--- src/hw/global_ctl_consts.svh ---
// constants for the global flop-init and output-float control block
`ifndef GLOBAL_CTL_CONSTS_SVH
`define GLOBAL_CTL_CONSTS_SVH
`define ADDR_CTRL        8'h00
`define ADDR_STATUS      8'h04
`define ADDR_FLOP_CFG    8'h08
`define ADDR_FLOP_STATE  8'h0c
`define ADDR_LOCAL_CLR   8'h10
`define ADDR_MEM_INIT    8'h14
`define ADDR_MEM_ADDR    8'h18
`define ADDR_MEM_DATA    8'h1c
`define ADDR_OUT_DATA    8'h20
`define ADDR_SCAN_DATA   8'h24
`define CTRL_INIT_SRC    8
`define CTRL_INIT_INV    7
`define CTRL_INIT_SOFT   6
`define CTRL_FLT_SRC     5
`define CTRL_FLT_INV     4
`define CTRL_FLT_SOFT    3
`define CTRL_SCAN_EN     2
`define CTRL_EXTEST      1
`define CTRL_CONFIG      0
`define CTRL_RESET       9'h000
`define NUM_FLOPS        8
`define NUM_OUTS         8
`define MEM_DEPTH        16
`define MEM_AW           4
`define RESP_OKAY        2'b00
`define RESP_SLVERR      2'b10
`endif

--- src/hw/global_ctl_pkg.sv ---
// types for the global flop-init and output-float control block
package global_ctl_pkg;
   typedef struct packed {
      logic init_src;
      logic init_inv;
      logic init_soft;
      logic flt_src;
      logic flt_inv;
      logic flt_soft;
      logic scan_en;
      logic extest;
      logic config_mode;
   } ctrl_s;
   typedef enum logic [2:0] {
      ST_IDLE = 3'b001,
      ST_WRESP = 3'b010,
      ST_RDATA = 3'b100
   } bus_state_e;
endpackage

--- src/hw/global_set_reset_and_float.sv ---
// global flop-init and output-float control with a small flop bank, memory and output pins
// Behaviour
// - every flop goes to its configured set or clear value at power-up, at configuration and while flop-init is on.
// - a flop answers flop-init just as its local set/clear: set-configured flops set, clear-configured flops clear.
// - flop-init may be taken from a user input pin.
// - the pin source for flop-init may be inverted, giving active high or active low sense.
// - flop-init may instead come from an internal node.
// - while output-float is on, every output pin is released to high impedance.
// - with scan enabled and the external-test instruction active, output-float is ignored and outputs follow scan data.
// - output-float may be taken from a user input pin.
// - the pin source for output-float may be inverted, giving active high or active low sense.
// - output-float may instead come from an internal node.
// - flop-init leaves the memory contents untouched.
// - memory initial contents load only while configuration is in progress.
// - memory with no initial contents given is filled with zero at configuration.
// - a memory write happens at the clock edge while write enable is high; write enable is active high only.
//
// The AXI4-Lite slave port and the register offsets were left to the implementer.
`timescale 1ns/1ps
`include "global_ctl_consts.svh"
module global_set_reset_and_float
   import global_ctl_pkg::*;
(
   input  wire logic                   aclk,
   input  wire logic                   aresetn,
   input  wire logic                   init_pin,
   input  wire logic                   float_pin,
   input  wire logic                   user_node,
   input  wire logic [`NUM_FLOPS-1:0]  flop_d,
   input  wire logic                   mem_we,
   input  wire logic [`MEM_AW-1:0]     mem_waddr,
   input  wire logic                   mem_wdata,
   input  wire logic [`MEM_AW-1:0]     mem_raddr,
   output logic                        mem_rdata,
   output logic [`NUM_FLOPS-1:0]       flop_q,
   output logic [`NUM_OUTS-1:0]        pin_out,
   output logic [`NUM_OUTS-1:0]        pin_oe,
   output logic                        flop_init_active,
   output logic                        float_active,
   input  wire logic [7:0]             s_axi_awaddr,
   input  wire logic                   s_axi_awvalid,
   output logic                        s_axi_awready,
   input  wire logic [31:0]            s_axi_wdata,
   input  wire logic [3:0]             s_axi_wstrb,
   input  wire logic                   s_axi_wvalid,
   output logic                        s_axi_wready,
   output logic [1:0]                  s_axi_bresp,
   output logic                        s_axi_bvalid,
   input  wire logic                   s_axi_bready,
   input  wire logic [7:0]             s_axi_araddr,
   input  wire logic                   s_axi_arvalid,
   output logic                        s_axi_arready,
   output logic [31:0]                 s_axi_rdata,
   output logic [1:0]                  s_axi_rresp,
   output logic                        s_axi_rvalid,
   input  wire logic                   s_axi_rready
);
   ctrl_s                   ctrl;
   logic [`NUM_FLOPS-1:0]   flop_cfg;
   logic [`NUM_FLOPS-1:0]   local_clr;
   logic [`MEM_DEPTH-1:0]   mem_init;
   logic [`MEM_DEPTH-1:0]   mem;
   logic [`NUM_OUTS-1:0]    out_data;
   logic [`NUM_OUTS-1:0]    scan_data;
   logic                    cfg_done;
   bus_state_e              bstate;
   logic [7:0]              aw_addr;
   logic                    aw_held;
   logic [31:0]             w_data;
   logic [3:0]              w_strb;
   logic                    w_held;
   logic                    wr_fire;
   logic                    wr_ok;
   logic                    flop_init;
   logic                    out_float;
   logic                    extest_on;
   logic [31:0]             cur_word;
   logic [31:0]             new_word;

   // choose pin or node, then optional inversion of the pin sense
   function automatic logic pick_src(input logic use_node, input logic inv, input logic pin, input logic node);
      pick_src = use_node ? node : (pin ^ inv);
   endfunction

   function automatic logic [31:0] merge(input logic [31:0] old, input logic [31:0] nw, input logic [3:0] be);
      logic [31:0] r;
      r = old;
      for (int i = 0; i < 4; i++) begin
         if (be[i]) begin
            r[i*8 +: 8] = nw[i*8 +: 8];
         end
      end
      merge = r;
   endfunction

   function automatic logic known_addr(input logic [7:0] a);
      known_addr = (a <= `ADDR_SCAN_DATA) && (a[1:0] == 2'b00);
   endfunction

   // flop-init source
   // a software bit adds an on-demand request on top of the chosen source
   assign flop_init = pick_src(ctrl.init_src, ctrl.init_inv, init_pin, user_node) | ctrl.init_soft
                      | ctrl.config_mode;
   assign out_float = pick_src(ctrl.flt_src, ctrl.flt_inv, float_pin, user_node) | ctrl.flt_soft;
   assign extest_on = ctrl.scan_en & ctrl.extest;

   assign wr_fire = aw_held & w_held & (bstate == ST_IDLE);
   assign wr_ok   = known_addr(aw_addr);

   // current image of the addressed register, so byte strobes keep the lanes not written
   always_comb begin
      case (aw_addr)
         `ADDR_CTRL:      cur_word = {23'h000000, ctrl};
         `ADDR_FLOP_CFG:  cur_word = {24'h000000, flop_cfg};
         `ADDR_LOCAL_CLR: cur_word = {24'h000000, local_clr};
         `ADDR_MEM_INIT:  cur_word = {16'h0000, mem_init};
         `ADDR_OUT_DATA:  cur_word = {24'h000000, out_data};
         `ADDR_SCAN_DATA: cur_word = {24'h000000, scan_data};
         default:         cur_word = 32'h00000000;
      endcase
   end
   // bits above a register's width are cut off at the write below
   assign new_word = merge(cur_word, w_data, w_strb);

   // write address and data are taken independently, in either order
   always_ff @(posedge aclk) begin
      if (!aresetn) begin
         aw_held <= 1'b0;
         aw_addr <= 8'h00;
      end else if (s_axi_awvalid && s_axi_awready) begin
         aw_held <= 1'b1;
         aw_addr <= s_axi_awaddr;
      end else if (wr_fire) begin
         aw_held <= 1'b0;
      end
   end

   always_ff @(posedge aclk) begin
      if (!aresetn) begin
         w_held <= 1'b0;
         w_data <= 32'h00000000;
         w_strb <= 4'h0;
      end else if (s_axi_wvalid && s_axi_wready) begin
         w_held <= 1'b1;
         w_data <= s_axi_wdata;
         w_strb <= s_axi_wstrb;
      end else if (wr_fire) begin
         w_held <= 1'b0;
      end
   end

   always_ff @(posedge aclk) begin
      if (!aresetn) begin
         s_axi_awready <= 1'b1;
         s_axi_wready  <= 1'b1;
      end else begin
         s_axi_awready <= !(aw_held || (s_axi_awvalid && s_axi_awready)) || wr_fire;
         s_axi_wready  <= !(w_held || (s_axi_wvalid && s_axi_wready)) || wr_fire;
      end
   end

   // response channels; one shared state machine, so one write or one read in flight at most, never both
   always_ff @(posedge aclk) begin
      if (!aresetn) begin
         bstate        <= ST_IDLE;
         s_axi_bvalid  <= 1'b0;
         s_axi_bresp   <= `RESP_OKAY;
         s_axi_arready <= 1'b0;
         s_axi_rvalid  <= 1'b0;
         s_axi_rresp   <= `RESP_OKAY;
         s_axi_rdata   <= 32'h00000000;
      end else begin
         s_axi_arready <= 1'b0;
         case (bstate)
            ST_IDLE: begin
               if (wr_fire) begin
                  s_axi_bvalid <= 1'b1;
                  s_axi_bresp  <= wr_ok ? `RESP_OKAY : `RESP_SLVERR;
                  bstate       <= ST_WRESP;
               end else if (s_axi_arvalid) begin
                  s_axi_arready <= 1'b1;
                  s_axi_rvalid  <= 1'b1;
                  s_axi_rresp   <= known_addr(s_axi_araddr) ? `RESP_OKAY : `RESP_SLVERR;
                  case (s_axi_araddr)
                     `ADDR_CTRL:       s_axi_rdata <= {23'h000000, ctrl};
                     `ADDR_STATUS:     s_axi_rdata <= {29'h00000000, extest_on, out_float, flop_init};
                     `ADDR_FLOP_CFG:   s_axi_rdata <= {24'h000000, flop_cfg};
                     `ADDR_FLOP_STATE: s_axi_rdata <= {24'h000000, flop_q};
                     `ADDR_LOCAL_CLR:  s_axi_rdata <= {24'h000000, local_clr};
                     `ADDR_MEM_INIT:   s_axi_rdata <= {16'h0000, mem_init};
                     `ADDR_MEM_DATA:   s_axi_rdata <= {16'h0000, mem};
                     `ADDR_OUT_DATA:   s_axi_rdata <= {24'h000000, out_data};
                     `ADDR_SCAN_DATA:  s_axi_rdata <= {24'h000000, scan_data};
                     default:          s_axi_rdata <= 32'h00000000;
                  endcase
                  bstate <= ST_RDATA;
               end
            end
            ST_WRESP: begin
               if (s_axi_bready) begin
                  s_axi_bvalid <= 1'b0;
                  bstate       <= ST_IDLE;
               end
            end
            ST_RDATA: begin
               if (s_axi_rready) begin
                  s_axi_rvalid <= 1'b0;
                  bstate       <= ST_IDLE;
               end
            end
            default: begin
               bstate <= ST_IDLE;
            end
         endcase
      end
   end

   // software registers; unmapped or read-only writes are dropped
   always_ff @(posedge aclk) begin
      if (!aresetn) begin
         ctrl      <= `CTRL_RESET;
         flop_cfg  <= 8'h00;
         local_clr <= 8'h00;
         mem_init  <= 16'h0000;
         out_data  <= 8'h00;
         scan_data <= 8'h00;
      end else if (wr_fire) begin
         case (aw_addr)
            `ADDR_CTRL:      ctrl      <= ctrl_s'(new_word[8:0]);
            `ADDR_FLOP_CFG:  flop_cfg  <= new_word[7:0];
            `ADDR_LOCAL_CLR: local_clr <= new_word[7:0];
            `ADDR_MEM_INIT:  mem_init  <= new_word[15:0];
            `ADDR_OUT_DATA:  out_data  <= new_word[7:0];
            `ADDR_SCAN_DATA: scan_data <= new_word[7:0];
            default: ;
         endcase
      end
   end

   // the flop bank; a flop's configured value is its flop_cfg bit
   // aresetn stands for power-up; the global net is sampled each edge since all logic here is one clock
   always_ff @(posedge aclk) begin
      if (!aresetn) begin
         flop_q <= 8'h00;
         cfg_done <= 1'b0;
      end else begin
         cfg_done <= 1'b1;
         for (int i = 0; i < `NUM_FLOPS; i++) begin
            if (flop_init || local_clr[i] || !cfg_done) begin
               flop_q[i] <= flop_cfg[i];
            end else begin
               flop_q[i] <= flop_d[i];
            end
         end
      end
   end

   // memory: no reset path, so flop-init cannot reach it
   always_ff @(posedge aclk) begin
      if (ctrl.config_mode) begin
         mem <= mem_init;
      // write on edge with we high
      end else if (mem_we) begin
         mem[mem_waddr] <= mem_wdata;
      end
   end

   // registered read port: one cycle of latency traded for an output straight from a flop
   always_ff @(posedge aclk) begin
      if (!aresetn) begin
         mem_rdata <= 1'b0;
      end else begin
         mem_rdata <= mem[mem_raddr];
      end
   end

   // output pins
   // a floating pin keeps out_data on its driver, so re-enabling it shows no stale value
   always_ff @(posedge aclk) begin
      if (!aresetn) begin
         pin_out          <= 8'h00;
         pin_oe           <= 8'h00;
         flop_init_active <= 1'b0;
         float_active     <= 1'b0;
      end else begin
         flop_init_active <= flop_init;
         float_active     <= out_float & !extest_on;
         if (extest_on) begin
            pin_out <= scan_data;
            pin_oe  <= 8'hff;
         end else if (out_float) begin
            pin_out <= out_data;
            pin_oe  <= 8'h00;
         end else begin
            pin_out <= out_data;
            pin_oe  <= 8'hff;
         end
      end
   end
endmodule

--- config.mk ---
export PLATFORM = sky130hd
export DESIGN_NAME = global_set_reset_and_float
export DESIGN_NICKNAME = d
export VERILOG_FILES = /design/src/hw/global_ctl_pkg.sv /design/src/hw/global_set_reset_and_float.sv
export VERILOG_INCLUDE_DIRS = /design/src /design/src/hw
export SDC_FILE = /design/constraint.sdc
export NUM_CORES = 1
export LEC_CHECK = 0
export BUFFER_PORTS_ARGS = -buffer_cell sky130_fd_sc_hd__buf_2
export CORE_ASPECT_RATIO = 0.9
export CORE_UTILIZATION = 53
export DETAILED_ROUTE_END_ITERATION = 6
export GPL_TIMING_DRIVEN = 1
export PLACE_DENSITY = 0.77
export SLEW_MARGIN = 20
export SYNTH_ARGS = -nofsm -noshare
export SYNTH_HDL_FRONTEND = slang
export SYNTH_SLANG_ARGS = --single-unit
--- constraint.sdc ---
create_clock -name aclk -period 2.9 [get_ports aclk]
set_clock_uncertainty 0.2 [all_clocks]
set_input_delay 0.435 -clock aclk [delete_from_list [all_inputs] [get_ports aclk]]
set_output_delay 0.435 -clock aclk [all_outputs]
set_load 0.02 [all_outputs]
==> results.tsv, run 1 <==
metric	value	unit
CTS Hold Bufs	0	
Worst Path Arrival	2.87	ns
DRC violations left	0	
clk_lat worst skew	0.43	ns
Placed Area	8350	µm²
Die Span Y	116	µm
share of the synthesized area in the top cell type	34.6	%
Synth area leader	dfxtp_1	
TritonCTS clock tree	done	
Tot Pwr	5040	µW
Slew headroom	47.0	%
vias in the first global route	6593	
crit-path cells	nor2b_1, o21ba_2, o21ai_1, a221oi_1, o21ai_0	
Layout area overhead	16.8	%
hold slack	0.0165	ns
largest net degree at the start of global routing	83	
Worst-path clk slew	0.06	ns
final setup fails	0	
Die W	129	µm
first-pass GRT wire length	35.3	mm
TritonCTS Buffers	17	
Hold Crit Depth	2	
MaxCap Viol Count	0	
r2r startpoint	aw_addr[4]	
Worst Hold End	s_axi_rvalid	
reg-to-reg slack, setup	0.1	ns
cell depth of the worst flop-to-flop path	5	
Async SR Flop Fraction	0	%
Min-Delay Startpoint	s_axi_rready	
clk root buf	clkbuf_16	
post-synthesis sequential area ratio	40.9	%
Final HPWL DP	16.6	mm
row count	41	
Pint	3700	µW
Worst Setup Start Kind	register	
per-cell routed wire length	19.0	µm
CTS H-tree depth	4	
period utilization	96.6	%
largest fanout on the critical path	10	
Net Sw Frac	26.7	%
CP max stage delay	0.63	ns
fin. max-slew vios	0	
unrepaired setup endpoints after global routing	false	
Critical-path top delay cell	a221oi_1	
Seq pwr share	43.6	%
GRT Util Overall	31.7	%
via count	7466	
share of layout cells above drive strength 1	20.7	%
Netlist cell types	63	
synthesized instance count	920	
area of the mapped netlist	7640	µm²
most frequent cell after synthesis	nand2_1	
Pwr per Cell Area	565	nW/µm²
top cells by area, synth	dfxtp_1 (35%), nand2_1 (7.5%), a21oi_1 (6.4%)	
Fin. Hold Viols	0	
number of flops mapped to enable cells by yosys	16	
final instance area	8920	µm²
1st-pass router iterations	6	
IO Pins	148	
Clock Sinks	148	
# port buffers	111	
antenna fix cells	0	
Worst EP required	2.97	ns
worst min path class	primary input to register	
Comb pwr share	13.9	%
P_leak	0.00352	µW
Iteration-0 DRC Markers	1044	
final critical-path required period	2.80	ns
Post-Place Setup Slack	0.256	ns
Placeable Area	14100	µm²
Post-Syn Area per Cell	8.30	µm²
TNS Setup	0	ns
Routed WL	23.2	mm
f_max	357	MHz
drt via density	6.11	
post-CTS resize count	0	
synth warn	0	
top cells by count, synth	nand2_1 (152), dfxtp_1 (132), a21oi_1 (98), o21ai_0 (68), nor2_1 (56)	
setup bufs post-CTS	0	
maximum vdd ir drop	0.516	mV
initial core utilization	54.3	%
CP endpoint kind	register	
Die Area	14900	µm²
fillers	1256	
Bufs on Longest Clock Path	2	
worst slew pin tran	0.790	ns
gp weighted congestion	0.943	
grt ovf	0	
Sw Pwr	1340	µW
nets	1096	
final worst slack	0.0987	ns
Detail Route Antenna Nets	0	
ys flop type	dfxtp_1	
WS Path Type	register to register	
initial antenna violation count	0	
synthesized flop and latch total	148	
RR Endpoint	scan_data[2]	
clock power share	42.5	%
status	complete, no violations	
[cells by family (layout without fill, tap and decap cells)]
family                    count (synthesis)  after routing  share of synthesized area, %
AOI/OAI and AO/OA                       296            296                          24.7
xor gates and xnor gates                  2              2                         0.229
buffers and inverters                    99            191                          6.36
DFF                                     148            148                          40.9
muxes                                    45             45                          6.98
other                                     1             18                        0.0491
and+or+nand+nor                         329            329                          20.8
[critical path, delay by kind of cell (launching register included)]
family	cells	cell delay, ns
AOI/OAI and AO/OA	4	1.36
and+or+nand+nor	1	0.59
DFF	1	0.50
[power by group through the flow]
| stage | Sequential, µW | Combinational, µW | Clock [µW] |
|---|---|---|---|
| 6_report | 2200 | 699 | 2140 |
| 3_5_place_dp | 2240 | 680 | 0 |
| 4_1_cts | 2200 | 684 | 2150 |
| 2_1_floorplan | 2240 | 452 | 0 |
| 3_3_place_gp | 2240 | 673 | 0 |
| 5_1_grt | 2210 | 754 | 2240 |
[placed cells by master, fill, tap and decap left out, types with 23 or more instances in the layout]
cell	synthesis	layout
a21oi_1	98	98
a22o_1	23	23
buf_2	7	111
buf_4	26	38
dfxtp_1	132	132
mux2i_1	24	24
nand2_1	152	152
nand3_1	38	38
nor2_1	56	56
o21ai_0	68	68
o31ai_1	23	23
[per-stage QoR]
stage / util (%) / std cells
floorplan: - / 937
global placement: 59.4 / 1190
detailed placement: 59.4 / 1190
CTS: 63.5 / 1222
global route: 63.5 / 1222
finish: 63.5 / 1222
[final cells by class]
type / count / area (µm²) / area share, %
multi-input combinational: 690 / 4090 / 45.9
clock inverter: 5 / 75.1 / 0.842
clock buffer: 27 / 493 / 5.53
sequential: 148 / 3120 / 35.0
tap: 193 / 241 / 2.71
inverter: 9 / 33.8 / 0.379
timing repair buffer: 150 / 861 / 9.65
[flip-flops by register name (all words and copies together) (netlist names), 2 cells and up]
name	flops
flop_q	8
local_clr	8
s_axi_rdata	16
scan_data	8
w_strb	2
out_data	8
flop_cfg	8
pin_out	8
w_data	16
mem	16
mem_init	16
bstate	3
ctrl	9
aw_addr	8
[routing by layer]
layer  up-vias  routed length [µm]  global-route usage, %  share of wire [%]
met5         -                   0                      0                  0
met4         0                 903                   16.0                3.9
met3        69                2810                   8.45                 12
met2       487                9880                   46.4                 43
met1      3399                9610                   43.2                 41
li1       3511                   -                      -                  -
[worst max path at each step]
stage                from           end  slack [ns]  cells after the start
6_report       aw_addr[4]  scan_data[2]         0.1                      5
5_1_grt        aw_addr[4]  scan_data[2]       0.007                      5
4_1_cts        aw_addr[4]  scan_data[2]        0.23                      5
3_5_place_dp   aw_addr[4]  scan_data[2]        0.26                      5
3_3_place_gp   aw_addr[4]  scan_data[2]        0.35                      5
2_1_floorplan  aw_addr[2]       ctrl[7]        0.57                      8
(Power assumes the default switching activity.)
==> inputs of run 2 (changes only) <==
--- a/config.mk
+++ b/config.mk
@@ -6,12 +6,12 @@
 export SDC_FILE = /design/constraint.sdc
 export NUM_CORES = 1
 export LEC_CHECK = 0
-export BUFFER_PORTS_ARGS = -buffer_cell sky130_fd_sc_hd__buf_2
 export CORE_ASPECT_RATIO = 0.9
 export CORE_UTILIZATION = 53
 export DETAILED_ROUTE_END_ITERATION = 6
+export DONT_BUFFER_PORTS = 1
 export GPL_TIMING_DRIVEN = 1
-export PLACE_DENSITY = 0.77
+export PLACE_DENSITY = 0.68
 export SLEW_MARGIN = 20
 export SYNTH_ARGS = -nofsm -noshare
 export SYNTH_HDL_FRONTEND = slang
==> run 2 against run 1 <==
  * First-iteration DRC count is 26% lower
  * Maximum frequency up 4.6%
  * Count of clock-buffer cells in the layout is 4 lower
  * Sequential share of layout area grew 0.76 points
  * Critical path type unchanged
  * Critical endpoint is now ctrl[3]
==> results.tsv, run 2 (synthesis gave the netlist of run 1 again) <==
metric	value	unit	change
fin. max-slew vios	0		unchanged
Storage cell area	3120	µm²	about the same
P_leak	0.00316	µW	-10%
MaxCap Viol Count	0		unchanged
Detail Route Antenna Nets	0		unchanged
Die Area	14900	µm²	unchanged
unrepaired setup endpoints after global routing	false		
initial core utilization	54.3	%	unchanged
gp weighted congestion	0.944		+0.16%
crit-path cells	or4_1, nor4b_4, buf_4, nor3_1, a21oi_1, o21ai_0		
Final HPWL DP	17.2	mm	+4.0%
hold slack	0.0387	ns	+0.0221 ns
per-cell routed wire length	21.8	µm	+15%
Clock Sinks	148		unchanged
Critical-path top delay cell	or4_1		
TNS Setup	0	ns	unchanged
Worst-path clk slew	0.06	ns	about the same
worst slew pin tran	0.891	ns	+0.101 ns
DRC violations left	0		unchanged
most frequent cells in the layout	nand2_1 (152), dfxtp_1 (131), a21oi_1 (98)		
# port buffers	0		-100%
1st-pass router iterations	6		unchanged
Tot Pwr	5180	µW	+2.8%
Non-Filler Instances	1135		-7.1%
final setup fails	0		unchanged
Worst Path Arrival	2.77	ns	-0.10 ns
antenna fix cells	0		unchanged
share of layout cells above drive strength 1	10.7	%	-10 points
Die Span Y	116	µm	unchanged
Bufs on Longest Clock Path	2		unchanged
final critical-path required period	2.68	ns	-0.124 ns
grt peak-use layer	met2		
Iteration-0 DRC Markers	776		-26%
CTS H-tree depth	4		unchanged
Layout area overhead	14.4	%	
placed insts	1069		-10%
Placeable Area	14100	µm²	unchanged
Worst EP required	2.99	ns	+0.02 ns
Worst Setup Start Kind	register		
via count	7172		-3.9%
status	complete, no violations		
M2 GR Usage	51.2	%	+4.9 points
clk_lat worst skew	0.43	ns	about the same
vias in the first global route	6655		+0.94%
drt via density	6.32		+3.4%
grt ovf	0		unchanged
area of the multi-input gates	4110	µm²	+0.43%
fillers	1246		-0.80%
met3 Use GR	8.82	%	+0.37 points
CP max stage delay	0.70	ns	+0.07 ns
GRT met1 Usage	45.2	%	+2.0 points
Pwr per Cell Area	594	nW/µm²	+5.0%
worst min path class	primary input to register		
WS Path Type	register to register		
most common cell after layout, fill and taps aside	nand2_1		
IO Pins	148		unchanged
clk root buf	clkbuf_16		
largest fanout on the critical path	12		+2
Die W	129	µm	unchanged
GRT Util Overall	34.0	%	+2.3 points
TritonCTS clock tree	done		
Routed WL	24.8	mm	+6.7%
reg-to-reg slack, setup	0.22	ns	+0.12 ns
nets	1011		-7.8%
initial antenna violation count	1		+1
f_max	374	MHz	+4.6%
row count	41		unchanged
Fin. Hold Viols	0		unchanged
maximum vdd ir drop	0.392	mV	-24%
largest net degree at the start of global routing	52		-37%
first-pass GRT wire length	37.4	mm	+6.0%
Slew headroom	40.2	%	-6.8 points
CP endpoint kind	register		
TritonCTS Buffers	17		unchanged
period utilization	92.3	%	-4.3 points
## run 2: cell count changes in the layout (fill, tap and decap cells not counted), sizes merged
cell         change
clkbuf           -4
dlygate4sd3     +35
buf            -120
bufinv           +1
clkinvlp         +1
## run 2: area by class of cell
class	count	area share, %
multi-input cells	690	47.1
inverters	9	0.387
repair buffers	65	6.73
clock inverters	7	1.33
clock buffers	23	5.95
flip-flops and latches	148	35.8
well taps	193	2.77
## run 2: metal layers
metal	vias up	share of wire, %
li1	3344	-
met1	3347	42
met2	429	45
met3	52	11
met4	0	3.0
met5	-	0
## run 2: final timing paths
kind               from         end  cells after the start
min             aresetn   flop_q[0]                      2
max          aw_addr[2]     ctrl[3]                      6
max reg2reg  aw_addr[2]     ctrl[3]                      6
min reg2reg  w_data[14]  w_data[14]                      2
## run 2: timing repair
item | 4_1_cts | 5_1_grt
setup endpoints to repair | 0 | 5
endpoints found under the hold margin | 71 | 1
buffers inserted | 0 | 0
hold buffers | 35 | 1
gates resized for setup | 0 | 3
## run 2: worst max-delay path, delay by kind of cell (launching register included)
kind	cells	cell delay (ns)
and+or+nand+nor	3	1.32
DFF	1	0.47
AOI/OAI and AO/OA	2	0.30
buffers and inverters	1	0.23
## run 2: where the power goes
group / switching, µW / total (µW) / internal (µW)
clock network: 849 / 2360 / 1510
registers: 117 / 2250 / 2130
logic: 366 / 575 / 209
## run 2: per-stage QoR
| stage | utilization (%) | instance area, µm² | setup slack, ns |
|---|---|---|---|
| floorplan | - | 7700 | 0.571 |
| global placement | 54.9 | 7710 | 0.316 |
| detailed placement | 54.9 | 7710 | 0.235 |
| CTS | 61.9 | 8710 | 0.225 |
| global route | 62.1 | 8730 | 0.0823 |
| finish | 62.1 | 8730 | 0.223 |
